## config.mk

```make
export PLATFORM = sky130hd
export DESIGN_NAME = lgs_top
export DESIGN_NICKNAME = d
export VERILOG_FILES = /design/src/pkg/lgs_pkg.sv /design/src/pkg/lgs_gate_if.sv /design/src/rtl/lgs_gate.sv /design/src/rtl/lgs_top.sv
export SDC_FILE = /design/constraint.sdc
export NUM_CORES = 1
export LEC_CHECK = 0
export ABC_AREA = 1
export CAP_MARGIN = 20
export CORE_ASPECT_RATIO = 0.5
export CORE_MARGIN = 3
export CORE_UTILIZATION = 50
export CTS_CLUSTER_SIZE = 14
export DETAILED_ROUTE_END_ITERATION = 10
export DONT_BUFFER_PORTS = 1
export PLACE_DENSITY = 0.72
export SLEW_MARGIN = 10
export SYNTH_ARGS = -nofsm -noshare
export SYNTH_HDL_FRONTEND = slang
export SYNTH_SLANG_ARGS = --single-unit
```

## constraint.sdc

```tcl
create_clock -name REF_CLK -period 1.65 [get_ports REF_CLK]
set_input_delay 0.165 -clock REF_CLK [delete_from_list [all_inputs] [get_ports REF_CLK]]
set_output_delay 0.165 -clock REF_CLK [all_outputs]
set_load 0.005 [all_outputs]
```

## src/pkg/lgs_pkg.sv

```systemverilog
// lgs_pkg: register map, field layout and sizes of the gate input select
// assumes: 32-bit classic wishbone, byte addresses, one register per word
package lgs_pkg;
   localparam int LGS_ADDR_W = 4;
   localparam int LGS_DATA_W = 32;
   localparam int LGS_REG_W = 16;
   localparam int LGS_NUM_SRC = 4;
   localparam int LGS_NUM_CAND = 8;
   localparam int LGS_SEL_W = 3;
   // register byte offsets
   localparam logic [LGS_ADDR_W-1:0] LGS_OFS_SEL_LOW = 4'h0;
   localparam logic [LGS_ADDR_W-1:0] LGS_OFS_SEL_HIGH = 4'h4;
   localparam logic [LGS_ADDR_W-1:0] LGS_OFS_POL = 4'h8;
   localparam logic [LGS_ADDR_W-1:0] LGS_OFS_SRC_SEL = 4'hc;
   localparam logic [LGS_ADDR_W-1:0] LGS_OFS_STATUS = 4'h0 + 4'h0 + 4'h0;
   // reset values
   localparam logic [LGS_REG_W-1:0] LGS_RST_SEL = 16'h0000;
   localparam logic [3:0] LGS_RST_POL = 4'h0;
   localparam logic [LGS_REG_W-1:0] LGS_RST_SRC = 16'h0000;
   // per gate byte: bit 2k+1 true enable of source k+1, bit 2k inverted
   localparam int LGS_GATE_LO_POS = 0;
   localparam int LGS_GATE_HI_POS = 8;
   localparam int LGS_FIELD_STRIDE = 4;
   // implemented bits of the source select register (bits 3,7,11,15 zero)
   localparam logic [LGS_REG_W-1:0] LGS_SRC_MASK = 16'h7777;
   localparam logic [LGS_REG_W-1:0] LGS_POL_MASK = 16'h000f;
   // state of the bus slave
   typedef enum logic [0:0] {
      LGS_IDLE = 1'b0,
      LGS_ACK = 1'b1
   } lgs_bus_e;
endpackage

```

## src/pkg/lgs_gate_if.sv

```systemverilog
// lgs_gate_if: carries one gate's enables and its selected sources
// assumes: all signals on REF_CLK; enables, src and invert driven by the top, terms and gate_out driven by lgs_gate
interface lgs_gate_if;
   logic [7:0] enables;
   logic [3:0] src;
   logic invert;
   logic [7:0] terms;
   logic gate_out;
   modport top (output enables, output src, output invert,
      input terms, input gate_out);
   modport gate (input enables, input src, input invert,
      output terms, output gate_out);
endinterface

```

## src/rtl/lgs_gate.sv

```systemverilog
// lgs_gate: enable gating of four sources into one gate channel
// assumes: enables and sources registered by the instantiating module
module lgs_gate (
   // gate channel signals
   lgs_gate_if.gate g
);
   import lgs_pkg::*;
   logic [7:0] next_terms;
   // true source on odd bit, inverted source on even bit; zero blocks
   always_comb begin
      for (int k = 0; k < LGS_NUM_SRC; k++) begin
         next_terms[2*k+1] = g.enables[2*k+1] & g.src[k];
         next_terms[2*k] = g.enables[2*k] & ~g.src[k];
      end
   end
   assign g.terms = next_terms;
   // how enabled terms combine is a cell-mode matter; or them here
   assign g.gate_out = (|next_terms) ^ g.invert;
endmodule // lgs_gate

```

## src/rtl/lgs_top.sv

```systemverilog
// lgs_top: gate logic input select stage of a configurable logic cell
// assumes: classic wishbone master on REF_CLK, candidate inputs async
//
// Contract
// - bits 1,3,5,7 of select-low pass sources 1-4 true to gate 1.
// - bits 0,2,4,6 of select-low pass sources 1-4 inverted to gate 1.
// - bit 8 of select-low passes source 1 inverted to gate 2.
// - bits 1,3,5,7 of select-high pass sources 1-4 true to gate 3.
// - bits 0,2,4,6 of select-high pass sources 1-4 inverted to gate 3.
// - bits 9,11,13,15 of select-high pass sources 1-4 true to gate 4.
// - bits 8,10,12,14 of select-high pass sources 1-4 inverted to gate 4.
// - a zero enable bit withholds that form of the source.
// - select-low bits 9-15 odd give gate 2 true, even give inverted.
// - a set polarity bit inverts that gate's output.
// - each source picks one of eight candidates by a 3-bit field.
module lgs_top #(
   parameter int NUM_GATES = 4
) (
   // clock and reset
   input wire logic REF_CLK,
   input wire logic RST_N,
   // wishbone slave
   input wire logic WB_CYC_I,
   input wire logic WB_STB_I,
   input wire logic WB_WE_I,
   input wire logic [lgs_pkg::LGS_ADDR_W-1:0] WB_ADR_I,
   input wire logic [3:0] WB_SEL_I,
   input wire logic [lgs_pkg::LGS_DATA_W-1:0] WB_DAT_I,
   output logic [lgs_pkg::LGS_DATA_W-1:0] WB_DAT_O,
   output logic WB_ACK_O,
   // candidate signals, eight per data source, async
   input wire logic [lgs_pkg::LGS_NUM_CAND-1:0] SRC1_CAND,
   input wire logic [lgs_pkg::LGS_NUM_CAND-1:0] SRC2_CAND,
   input wire logic [lgs_pkg::LGS_NUM_CAND-1:0] SRC3_CAND,
   input wire logic [lgs_pkg::LGS_NUM_CAND-1:0] SRC4_CAND,
   // gate channel results
   output logic [7:0] GATE1_TERMS,
   output logic [7:0] GATE2_TERMS,
   output logic [7:0] GATE3_TERMS,
   output logic [7:0] GATE4_TERMS,
   output logic [3:0] GATE_OUT
);
   import lgs_pkg::*;

   logic [LGS_REG_W-1:0] sel_low, next_sel_low;
   logic [LGS_REG_W-1:0] sel_high, next_sel_high;
   logic [3:0] pol, next_pol;
   logic [LGS_REG_W-1:0] src_sel, next_src_sel;
   lgs_bus_e bus_st, next_bus_st;
   logic [LGS_DATA_W-1:0] next_dat;
   logic next_ack;
   logic [4*LGS_NUM_CAND-1:0] cand_meta, cand_sync;
   logic [3:0] src_now;
   logic [7:0] g_terms [4];
   logic [3:0] g_out;
   logic wr_go;

   // two-flop synchroniser; only cand_sync is read downstream
   always_ff @(posedge REF_CLK) begin
      if (!RST_N) begin
         cand_meta <= '0;
         cand_sync <= '0;
      end else begin
         cand_meta <= {SRC4_CAND, SRC3_CAND, SRC2_CAND, SRC1_CAND};
         cand_sync <= cand_meta;
      end
   end

   // each data source picks one candidate by its own field
   always_comb begin
      for (int k = 0; k < LGS_NUM_SRC; k++) begin
         src_now[k] = cand_sync[k*LGS_NUM_CAND +
            src_sel[k*LGS_FIELD_STRIDE +: LGS_SEL_W]];
      end
   end

   // bus slave: ack one cycle after the request, then drop for a cycle
   assign wr_go = WB_CYC_I && WB_STB_I && WB_WE_I && bus_st == LGS_IDLE;
   always_comb begin
      next_bus_st = LGS_IDLE;
      next_ack = 1'b0;
      next_dat = '0;
      next_sel_low = sel_low;
      next_sel_high = sel_high;
      next_pol = pol;
      next_src_sel = src_sel;
      case (bus_st)
         LGS_IDLE: begin
            if (WB_CYC_I && WB_STB_I) begin
               next_bus_st = LGS_ACK;
               next_ack = 1'b1;
               case (WB_ADR_I)
                  LGS_OFS_SEL_LOW: next_dat = {16'h0000, sel_low};
                  LGS_OFS_SEL_HIGH: next_dat = {16'h0000, sel_high};
                  LGS_OFS_POL: next_dat = {28'h0000000, pol};
                  LGS_OFS_SRC_SEL: next_dat = {16'h0000, src_sel};
                  default: next_dat = '0; // unmapped reads zero
               endcase
            end
         end
         LGS_ACK: next_bus_st = LGS_IDLE;
         default: next_bus_st = LGS_IDLE;
      endcase
      // writes land with the ack edge, so the gates see them at once
      if (wr_go) begin
         for (int b = 0; b < 2; b++) begin
            if (WB_SEL_I[b]) begin
               case (WB_ADR_I)
                  LGS_OFS_SEL_LOW: next_sel_low[8*b +: 8] =
                     WB_DAT_I[8*b +: 8];
                  LGS_OFS_SEL_HIGH: next_sel_high[8*b +: 8] =
                     WB_DAT_I[8*b +: 8];
                  LGS_OFS_SRC_SEL: next_src_sel[8*b +: 8] =
                     WB_DAT_I[8*b +: 8] & LGS_SRC_MASK[8*b +: 8];
                  default: ;
               endcase
            end
         end
         if (WB_SEL_I[0] && WB_ADR_I == LGS_OFS_POL) begin
            next_pol = WB_DAT_I[3:0] & LGS_POL_MASK[3:0];
         end
      end
   end

   // register state
   always_ff @(posedge REF_CLK) begin
      if (!RST_N) begin
         bus_st <= LGS_IDLE;
         WB_ACK_O <= 1'b0;
         WB_DAT_O <= '0;
         sel_low <= LGS_RST_SEL;
         sel_high <= LGS_RST_SEL;
         pol <= LGS_RST_POL;
         src_sel <= LGS_RST_SRC;
      end else begin
         bus_st <= next_bus_st;
         WB_ACK_O <= next_ack;
         WB_DAT_O <= next_dat;
         sel_low <= next_sel_low;
         sel_high <= next_sel_high;
         pol <= next_pol;
         src_sel <= next_src_sel;
      end
   end

   // four gate channels, one byte of enables each
   lgs_gate_if gif [4] ();
   assign gif[0].enables = sel_low[LGS_GATE_LO_POS +: 8];
   assign gif[1].enables = sel_low[LGS_GATE_HI_POS +: 8];
   assign gif[2].enables = sel_high[LGS_GATE_LO_POS +: 8];
   assign gif[3].enables = sel_high[LGS_GATE_HI_POS +: 8];
   genvar gi;
   generate
      for (gi = 0; gi < 4; gi++) begin : g_gate
         assign gif[gi].src = src_now;
         assign gif[gi].invert = pol[gi];
         assign g_terms[gi] = gif[gi].terms;
         assign g_out[gi] = gif[gi].gate_out;
         lgs_gate u_gate (.g(gif[gi]));
      end
   endgenerate

   // outputs registered, one cycle after the enables change
   always_ff @(posedge REF_CLK) begin
      if (!RST_N) begin
         GATE1_TERMS <= '0;
         GATE2_TERMS <= '0;
         GATE3_TERMS <= '0;
         GATE4_TERMS <= '0;
         GATE_OUT <= '0;
      end else begin
         GATE1_TERMS <= g_terms[0];
         GATE2_TERMS <= g_terms[1];
         GATE3_TERMS <= g_terms[2];
         GATE4_TERMS <= g_terms[3];
         GATE_OUT <= g_out;
      end
   end
endmodule // lgs_top

```

==> flow_metrics.env, run 1 <==
export IMPL_pre_cts_ws_ns=0.165
export IMPL_synth_cell_type_count=29
export IMPL_p_leak_nw=3.60
export IMPL_post_route_cells_drive_above_1_share=0.150
export IMPL_critical_path_slowest_cell="dlygate4sd3_1"
export IMPL_routed_wl_mm=14.9
export IMPL_grt_pass1_wl_mm=23.8
export IMPL_final_nets=923
export IMPL_die_x_microns=165
export IMPL_syn_area_sq_mm=0.00630
export IMPL_rr_worst_depth=8
export IMPL_hold_violations=0
export IMPL_cp_required_ns=1.99
export IMPL_async_reset_ff_frac=0
export IMPL_io_pins=146
export IMPL_core_area_sq_mm=0.0121
export IMPL_place_gp_congestion=0.919
export IMPL_synth_seq_cells=165
export IMPL_cts_sinks=165
export IMPL_setup_violations=0
export IMPL_fmax_mhz=625
export IMPL_path_max_fanout=6
export IMPL_clock_path_buffers=2
export IMPL_synth_commonest_cells="dfxtp_1, nand2_1, inv_1, nor2_1, a21oi_1"
export IMPL_vias=4913
export IMPL_vdd_ir_drop_max_mv=0.641
export IMPL_final_area_sq_mm=0.00781
export IMPL_cts_tree="built"
export IMPL_reg2reg_to="src_sel[6]"
export IMPL_path_cells="dlygate4sd3_1 -> nand2_1 -> dlygate4sd3_1 -> nor3_2 -> nand2_1 -> buf_4 -> a21oi_2"
export IMPL_wl_per_cell_microns=14.6
export IMPL_via_per_inst=4.80
export IMPL_synthCells=765
export IMPL_synth_edf_count=0
export IMPL_cts_buffers=17
export IMPL_r2r_setup_slack_ns=0.12
export IMPL_design_die_area_sq_mm=0.0141
export IMPL_antenna_cells=0
export IMPL_finalSetupTns_ns=0
export IMPL_synth_main_ff_cell="dfxtp_1"
export IMPL_yosys_warnings=0
export IMPL_multi_input_area_sq_mm=0.00230
export IMPL_skew_ns=0.00795
export IMPL_n_fill_cell=1037
export IMPL_arrival_ns=1.94
export IMPL_min_to="pol[2]"
export IMPL_clk_transition_reported_paths_ns=0.07
export IMPL_grt_ovfl_total=0
export IMPL_regArea_sq_mm=0.00331
export IMPL_period_share=0.970
export IMPL_post_cts_buffers=0
export IMPL_hold_class="in2reg"
export IMPL_dr_pass1_iters=5
export IMPL_yosysTopAreaCellShare=0.524
export IMPL_pwr_density_cell_mw_per_mm2=1080
export IMPL_start_util=0.523
export IMPL_finalPower_mw=8.40
export IMPL_worstReg2RegStart="WB_ACK_O"
export IMPL_remaining_drc_errors=0
export IMPL_clockRootBuffer="clkbuf_16"
export IMPL_maxSlewViolCount=0
export IMPL_crit_type="in2reg"
export IMPL_drv_cap=0
export IMPL_cp_end_kind="flop"
export IMPL_slowest_delay_ns=0.58
export IMPL_drtIter0Drc=493
export IMPL_status="completed"
export IMPL_area_growth_pct=23.9
export IMPL_place_area_sq_mm=0.00636
export IMPL_grt_max_degree=88
export IMPL_die_h_microns=85.4
export IMPL_antenna_found_initial=0
export IMPL_ant_nets=0
export IMPL_synth_area_per_cell_sq_um=8.24
export IMPL_h_tree_depth=4
export IMPL_hp_start="WB_ADR_I[0]"
export IMPL_postLayoutCoreUtil=0.648
export IMPL_min_period_ns=1.60
export IMPL_grt_usage=0.217
export IMPL_worst_slack_ns=0.0488
export IMPL_yosysTopAreaCell="dfxtp_1"
export IMPL_std_cell_rows=28
export IMPL_clk_latency_ns=0.42
export IMPL_numPortBuffers=0
export IMPL_ys_seq_area_frac=0.524
export IMPL_rsz0062_at_grt="false"
export IMPL_hold_depth=3
export IMPL_hpwlAfterDp_mm=9.92
export IMPL_worstSetupStartpointType="primary input"
export IMPL_synth_most_common_cell="dfxtp_1"
export IMPL_grt_pass1_vias=4617
export IMPL_synth_area_leaders="dfxtp_1, nand2_1, inv_1"
==> worst max path at each step <==
stage	from	end	slack, ns	cells after the start
detailed placement	src_sel[4]	GATE_OUT[1]	0.17	11
CTS	WB_STB_I	WB_DAT_O[7]	0.09	7
global route	src_sel[4]	GATE_OUT[1]	0.0001	11
global placement	src_sel[8]	GATE_OUT[2]	0.17	9
floorplan	src_sel[0]	GATE_OUT[1]	0.39	11
finish	WB_STB_I	WB_DAT_O[7]	0.05	7
==> per-stage QoR <==
stage	hold WS [ns]	instances
floorplan	0.263	780
global route	0.0654	1024
detailed placement	0.267	911
CTS	0.0275	1024
global placement	0.265	911
finish	0.0469	1024
==> final cells by class <==
| type | instances | area share |
|---|---|---|
| multi-input combinational | 431 | 0.295 |
| sequential | 165 | 0.423 |
| tap | 165 | 0.0264 |
| inverter | 146 | 0.0708 |
| timing repair buffer | 85 | 0.110 |
| clock inverter | 12 | 0.0152 |
| clock buffer | 20 | 0.0598 |
==> worst max-delay path, delay by kind of cell <==
kind | cells | cell delay, ns
buffers and inverters | 3 | 1.31
and+or+nand+nor | 3 | 0.32
AOI/OAI and AO/OA | 1 | 0.13
==> what timing repair did <==
item / CTS / global route
hold buffers: 81 / 0
setup endpoints to repair: 0 / 9
endpoints found under the hold margin: 117 / 0
resized for setup: 0 / 9
==> flip-flops by register name (all words and copies together) (netlist names) <==
| signal | flops |
|---|---|
| cand_meta | 32 |
| cand_sync | 32 |
| WB_DAT_O | 16 |
| sel_high | 16 |
| sel_low | 16 |
| src_sel | 12 |
| GATE1_TERMS | 8 |
| GATE2_TERMS | 8 |
| GATE3_TERMS | 8 |
| GATE4_TERMS | 8 |
| GATE_OUT | 4 |
| pol | 4 |
| WB_ACK_O | 1 |
==> where the power goes <==
group / leakage, nW / switching [mW] / internal, mW
clock network: 0.280 / 1.66 / 2.22
registers: 1.34 / 0.0250 / 4.06
logic: 1.98 / 0.224 / 0.200
==> per-layer routing <==
layer	wire length, microns	vias to the layer above	GRT usage
met5	0	-	0
met1	7190	2209	0.312
li1	-	2473	-
met2	6220	216	0.315
met4	176	0	0.0738
met3	1350	15	0.0605
==> cell families (layout without fill, tap and decap cells) <==
family / Yosys count / in the layout / share of synthesized area
AO/OA/AOI/OAI: 105 / 105 / 0.0895
flip-flops: 165 / 165 / 0.524
AND/OR/NAND/NOR: 310 / 310 / 0.261
other: 1 / 16 / 0.000595
buffers and inverters: 184 / 263 / 0.125
==> cells in the final DEF, fill, tap and decap left out, drive strengths merged, types with 5 or more instances in the layout <==
cell type,netlist,final
o221ai,5,5
a21oi,38,38
dlygate4sd3,0,80
dfxtp,165,165
conb,1,16
clkbuf,10,20
nand3,46,46
o21ai,54,54
nand2,172,172
inv,146,150
buf,28,5
nor2,90,90
Power figures use the tool's default switching activity.
==> run 2, diff against run 1 <==
--- a/config.mk
+++ b/config.mk
@@ -17,4 +17,5 @@
 export SLEW_MARGIN = 10
 export SYNTH_ARGS = -nofsm -noshare
 export SYNTH_HDL_FRONTEND = slang
+export SYNTH_HIERARCHICAL = 1
 export SYNTH_SLANG_ARGS = --single-unit
==> flow_metrics.env, run 2 <==
export IMPL_clockRootBuffer="clkbuf_16"
export IMPL_clk_transition_reported_paths_ns=0.07
export IMPL_grt_pass1_vias=5505
export IMPL_worstSetupStartpointType="flop"
export IMPL_tightest_slew_ns=0.497
export IMPL_final_area_sq_mm=0.00874
export IMPL_n_fill_cell=1071
export IMPL_r2r_setup_slack_ns=0.04
export IMPL_dr_pass1_iters=6
export IMPL_status="complete, but fails checks"
export IMPL_cts_buffers=17
export IMPL_drtIter0Drc=366
export IMPL_failed_checks="negative hold slack"
export IMPL_grt_ovfl_total=0
export IMPL_std_cell_rows=29
export IMPL_path_max_fanout=8
export IMPL_antenna_cells=0
export IMPL_rsz0062_at_grt="true"
export IMPL_p_int_mw=6.57
export IMPL_synth_main_ff_cell="dfxtp_1"
export IMPL_h_tree_depth=4
export IMPL_p_leak_nw=4.72
export IMPL_ys_seq_area_frac=0.489
export IMPL_core_area_sq_mm=0.0129
export IMPL_antenna_found_initial=0
export IMPL_hold_ws_ns=-0.119
export IMPL_synth_cell_type_count=21
export IMPL_cp_end_kind="flop"
export IMPL_clk_latency_ns=0.41
export IMPL_min_period_ns=1.61
export IMPL_finalPower_mw=8.56
export IMPL_cp_required_ns=1.97
export IMPL_p_clk_frac=0.468
export IMPL_wl_per_cell_microns=13.3
export IMPL_hold_class="in2reg"
export IMPL_pwr_share_seq=0.477
export IMPL_synth_most_common_cell="nand2_1"
export IMPL_synth_commonest_cells="nand2_1, inv_1, dfxtp_1, nor2_1, nand3_1"
export IMPL_maxSlewViolCount=0
export IMPL_grt_usage=0.231
export IMPL_post_route_cells_drive_above_1_share=0.136
export IMPL_final_nets=1161
export IMPL_arrival_ns=1.93
export IMPL_synth_area_per_cell_sq_um=7.10
export IMPL_routed_wl_mm=16.8
export IMPL_maxSlewHeadroom=0.668
export IMPL_vdd_ir_drop_max_mv=0.547
export IMPL_clock_path_buffers=2
export IMPL_yosysTopAreaCellShare=0.489
export IMPL_period_share=0.978
export IMPL_io_pins=146
export IMPL_crit_type="reg2reg"
export IMPL_final_common_cell="nand2_1"
export IMPL_hold_violations=84
export IMPL_numPortBuffers=0
export IMPL_drv_cap=0
export IMPL_setup_violations=0
export IMPL_synth_seq_cells=165
export IMPL_grt_max_degree=150
export IMPL_syn_area_sq_mm=0.00675
export IMPL_place_area_sq_mm=0.00710
export IMPL_sw_frac_of_total=0.233
export IMPL_hold_buffers=97
export IMPL_skew_ns=0.0102
export IMPL_yosys_warnings=6
export IMPL_hpwlAfterDp_mm=10.6
export IMPL_start_util=0.523
export IMPL_cts_sinks=165
export IMPL_fmax_mhz=620
export IMPL_die_x_microns=170
export IMPL_yosysTopAreaCell="dfxtp_1"
export IMPL_ant_nets=0
export IMPL_pwr_density_cell_mw_per_mm2=980
export IMPL_layout_common_cells="nand2_1, inv_1, dfxtp_1"
export IMPL_combPwrFrac=0.055
export IMPL_vias=5833
export IMPL_async_reset_ff_frac=0
export IMPL_reg_top3="cand_meta: 32 flops, cand_sync: 32 flops"
export IMPL_remaining_drc_errors=0
export IMPL_power_switching_mw=2.00
export IMPL_design_die_area_sq_mm=0.0150
export IMPL_synth_edf_count=0
export IMPL_synth_area_leaders="dfxtp_1, nand2_1, inv_1"
export IMPL_synthCells=951
export IMPL_place_gp_congestion=0.861
export IMPL_die_h_microns=88.2
export IMPL_area_growth_pct=29.4
export IMPL_grt_pass1_wl_mm=27.3
export IMPL_cts_tree="built"
export IMPL_via_per_inst=4.60
## run 2: cell count changes after synthesis, moves of 6 or more
cell	delta
a21oi_1	-35
inv_1	+63
inv_2	-11
nand2_1	+141
nand2_2	-11
nand3_1	+51
nand3_2	-13
nand3_4	-6
nor2_1	+47
nor2_4	+10
o21ai_0	-12
o21ai_1	-25
## run 2: timing repair
action                                 in CTS  in global routing
setup endpoints to repair                  12                  9
pin swaps                                   0                  6
resized for setup                          12                 23
buffers inserted                            0                  1
endpoints found under the hold margin     149                 84
## run 2: worst max-delay path, stage by stage, from the launching register on
cell and delay (ns):
dfxtp_4 0.38, inv_1 0.08, o21ai_0 0.17, nand2_1 0.07, nand2_1 0.07, nand2_2 0.07, buf_12 0.14, nand2_1 0.08
nand2_1 0.09, nor2_4 0.11, nand2_1 0.05, nand2_1 0.05, nand2_1 0.04, nand2_1 0.05, inv_1 0.04
## run 2: logic make-up after synthesis
kind of cell	Yosys count	share of synthesized area
simple gates	521	0.340
other cells	1	0.000556
buf+inv	244	0.155
flops	165	0.489
compound gates	20	0.0148
## run 2: per-stage QoR
| step | worst slack, ns | hold slack (ns) | instances | setup TNS [ns] | util |
|---|---|---|---|---|---|
| floorplan | 0.172 | 0.263 | 966 | 0 | - |
| global placement | -0.0814 | 0.265 | 1137 | -0.274 | 0.549 |
| detailed placement | -0.233 | 0.266 | 1137 | -1.18 | 0.549 |
| CTS | 0.00952 | -0.156 | 1266 | 0 | 0.672 |
| global route | -0.147 | -0.145 | 1267 | -0.516 | 0.676 |
| finish | 0.0366 | -0.119 | 1267 | 0 | 0.676 |
## run 2: layout make-up
type,count,area [sq um],area share
flip-flops and latches,165,3320,0.380
multi-input cells,557,2500,0.287
repair buffers,144,1350,0.154
inverters,199,752,0.0861
clock buffers,18,429,0.0491
well taps,170,213,0.0243
clock inverters,14,169,0.0193
## run 2: per-layer routing
layer  vias up  part of all wire  global-route usage  wire length, microns
met5         -                 0                   0                     0
met4         0             0.015              0.0780                   259
met3        25             0.070              0.0573                  1190
met2       216              0.43               0.359                  7170
met1      2608              0.49               0.318                  8200
li1       2984                 -                   -                     -
## run 2: power by group through the flow
stage | sequential, mW | combinational (mW) | clock [mW]
floorplan | 4.17 | 0.297 | 0
global placement | 4.18 | 0.283 | 0
detailed placement | 4.18 | 0.289 | 0
CTS | 4.09 | 0.451 | 4.05
global route | 4.09 | 0.526 | 4.25
finish | 4.08 | 0.474 | 4.01
## run 2: path summary, 6_finish.rpt
check | startpoint | endpoint | cells after the start
worst max register to register | src_sel[12] | GATE_OUT[2] | 14
worst max-delay path | src_sel[12] | GATE_OUT[2] | 14
worst min register to register | sel_low[11] | WB_DAT_O[11] | 2
worst min-delay path | RST_N | sel_low[12] | 2
==> run 3, diff against run 2 <==
==> constraint.sdc (replaced) <==
create_clock -name REF_CLK -period 1.65 [get_ports REF_CLK]
set_input_delay 0.165 -clock REF_CLK [delete_from_list [all_inputs] [get_ports REF_CLK]]
set_output_delay 0.165 -clock REF_CLK [all_outputs]
set_load 0.05 [all_outputs]
==> flow_metrics.env, run 3 (same netlist as run 2, synthesis figures left out) <==
export IMPL_clk_transition_reported_paths_ns=0.07
export IMPL_clock_path_buffers=2
export IMPL_final_common_cell="nand2_1"
export IMPL_maxSlewHeadroom=0.528
export IMPL_crit_type="reg2reg"
export IMPL_routed_wl_mm=16.5
export IMPL_dr_pass1_iters=7
export IMPL_reg_top3="cand_meta: 32 flops, cand_sync: 32 flops"
export IMPL_p_leak_nw=4.75
export IMPL_postLayoutCoreUtil=0.679
export IMPL_hpwlAfterDp_mm=10.6
export IMPL_combPwrFrac=0.064
export IMPL_p_int_mw=6.57
export IMPL_drtIter0Drc=298
export IMPL_cts_sinks=165
export IMPL_finalPower_mw=8.62
export IMPL_arrival_ns=1.91
export IMPL_sw_frac_of_total=0.237
export IMPL_cp_end_kind="flop"
export IMPL_numPortBuffers=0
export IMPL_io_pins=146
export IMPL_rsz0062_at_grt="true"
export IMPL_period_share=0.970
export IMPL_via_per_inst=4.59
export IMPL_grt_usage=0.222
export IMPL_std_cell_rows=29
export IMPL_maxSlewViolCount=0
export IMPL_antenna_found_initial=0
export IMPL_grt_pass1_wl_mm=26.2
export IMPL_status="complete, but fails checks"
export IMPL_hold_ws_ns=-0.130
export IMPL_remaining_drc_errors=0
export IMPL_power_switching_mw=2.05
export IMPL_cp_required_ns=1.96
export IMPL_layout_common_cells="nand2_1, inv_1, dfxtp_1"
export IMPL_worst_slack_ns=0.0495
export IMPL_slowest_delay_ns=0.38
export IMPL_setup_violations=0
export IMPL_failed_checks="negative hold slack"
export IMPL_tightest_slew_ns=0.707
export IMPL_critical_path_slowest_cell="dfxtp_4"
export IMPL_pwr_share_seq=0.475
export IMPL_path_max_fanout=8
export IMPL_drv_cap=0
export IMPL_cts_buffers=17
export IMPL_pre_cts_ws_ns=-0.169
export IMPL_clk_latency_ns=0.42
export IMPL_vdd_ir_drop_max_mv=0.693
export IMPL_die_x_microns=170
export IMPL_area_growth_pct=30.0
export IMPL_wl_per_cell_microns=12.9
export IMPL_post_route_cells_drive_above_1_share=0.140
export IMPL_skew_ns=0.00948
export IMPL_start_util=0.523
export IMPL_core_area_sq_mm=0.0129
export IMPL_min_period_ns=1.60
export IMPL_fmax_mhz=625
export IMPL_final_nets=1165
export IMPL_cp_common_cell="nand2_1"
export IMPL_ant_nets=0
export IMPL_n_fill_cell=1069
export IMPL_design_die_area_sq_mm=0.0150
export IMPL_pwr_density_cell_mw_per_mm2=982
export IMPL_grt_max_degree=150
export IMPL_h_tree_depth=4
export IMPL_hold_class="in2reg"
export IMPL_antenna_cells=0
export IMPL_cts_tree="built"
export IMPL_worstSetupStartpointType="flop"
export IMPL_path_cells="nor2_1 -> nor2_1 -> o21ai_1 -> o21ai_1 -> nand2_1 -> nand2_2 -> buf_12 -> inv_1 -> nand2_2 -> nand2_2 -> nor2_4 -> nand2_1 -> nand2_1 -> nand2_1 -> nand2_1 -> inv_1"
export IMPL_vias=5836
export IMPL_grt_ovfl_total=0
export IMPL_place_gp_congestion=0.868
export IMPL_p_clk_frac=0.461
export IMPL_hold_violations=84
export IMPL_clockRootBuffer="clkbuf_16"
export IMPL_die_h_microns=88.2
export IMPL_hold_buffers=97
export IMPL_grt_pass1_vias=5316
export IMPL_finalSetupTns_ns=0
-- run 3: timing repair --
action	CTS	global route
endpoints found under the setup margin	4	4
buffers inserted	0	2
pin swaps	0	15
gates resized for setup	15	25
endpoints found under the hold margin	149	84
-- run 3: final cells by class --
cell class              instances  area (sq um)  share of cell area
clock buffers                  18           429              0.0489
well taps                     170           213              0.0242
clock inverters                14           166              0.0190
inverters                     199           754              0.0860
multi-input cells             557          2500               0.285
flip-flops and latches        165          3320               0.378
repair buffers                148          1390               0.159
-- run 3: power groups by stage --
stage	Combinational (mW)	Sequential, mW	Clock [mW]
floorplan	0.370	4.18	0
global placement	0.362	4.18	0
global route	0.603	4.10	4.23
finish	0.554	4.09	3.97
CTS	0.527	4.09	4.04
detailed placement	0.366	4.19	0
-- run 3: worst paths after layout --
| kind | start | end | slack [ns] | depth (start not counted) |
|---|---|---|---|---|
| max | src_sel[12] | GATE_OUT[3] | 0.05 | 16 |
| min | RST_N | GATE4_TERMS[2] | -0.13 | 2 |
| max reg2reg | src_sel[12] | GATE_OUT[3] | 0.05 | 16 |
| min reg2reg | sel_high[11] | WB_DAT_O[11] | 0.50 | 2 |
-- run 3: per-layer routing --
layer / part of all wire / vias up / wire [microns] / global-route usage
li1: - / 3000 / - / -
met1: 0.48 / 2626 / 7940 / 0.301
met2: 0.44 / 193 / 7270 / 0.360
met3: 0.066 / 17 / 1090 / 0.0577
met4: 0.0098 / 0 / 162 / 0.0537
met5: 0 / - / 0 / 0
-- run 3: stage by stage --
step / cells / area [sq um]
after detailed placement: 1140 / 7130
after floorplan: 966 / 6810
after CTS: 1269 / 8720
final: 1271 / 8770
after global placement: 1140 / 7130
after global routing: 1271 / 8770
-- run 3: worst max-delay path: cells and delay by family (launching register included) --
family	cells	cell delay [ns]
DFF	1	0.38
buffers and inverters	3	0.23
AOI/OAI and AO/OA	2	0.13
and+or+nand+nor	11	0.74
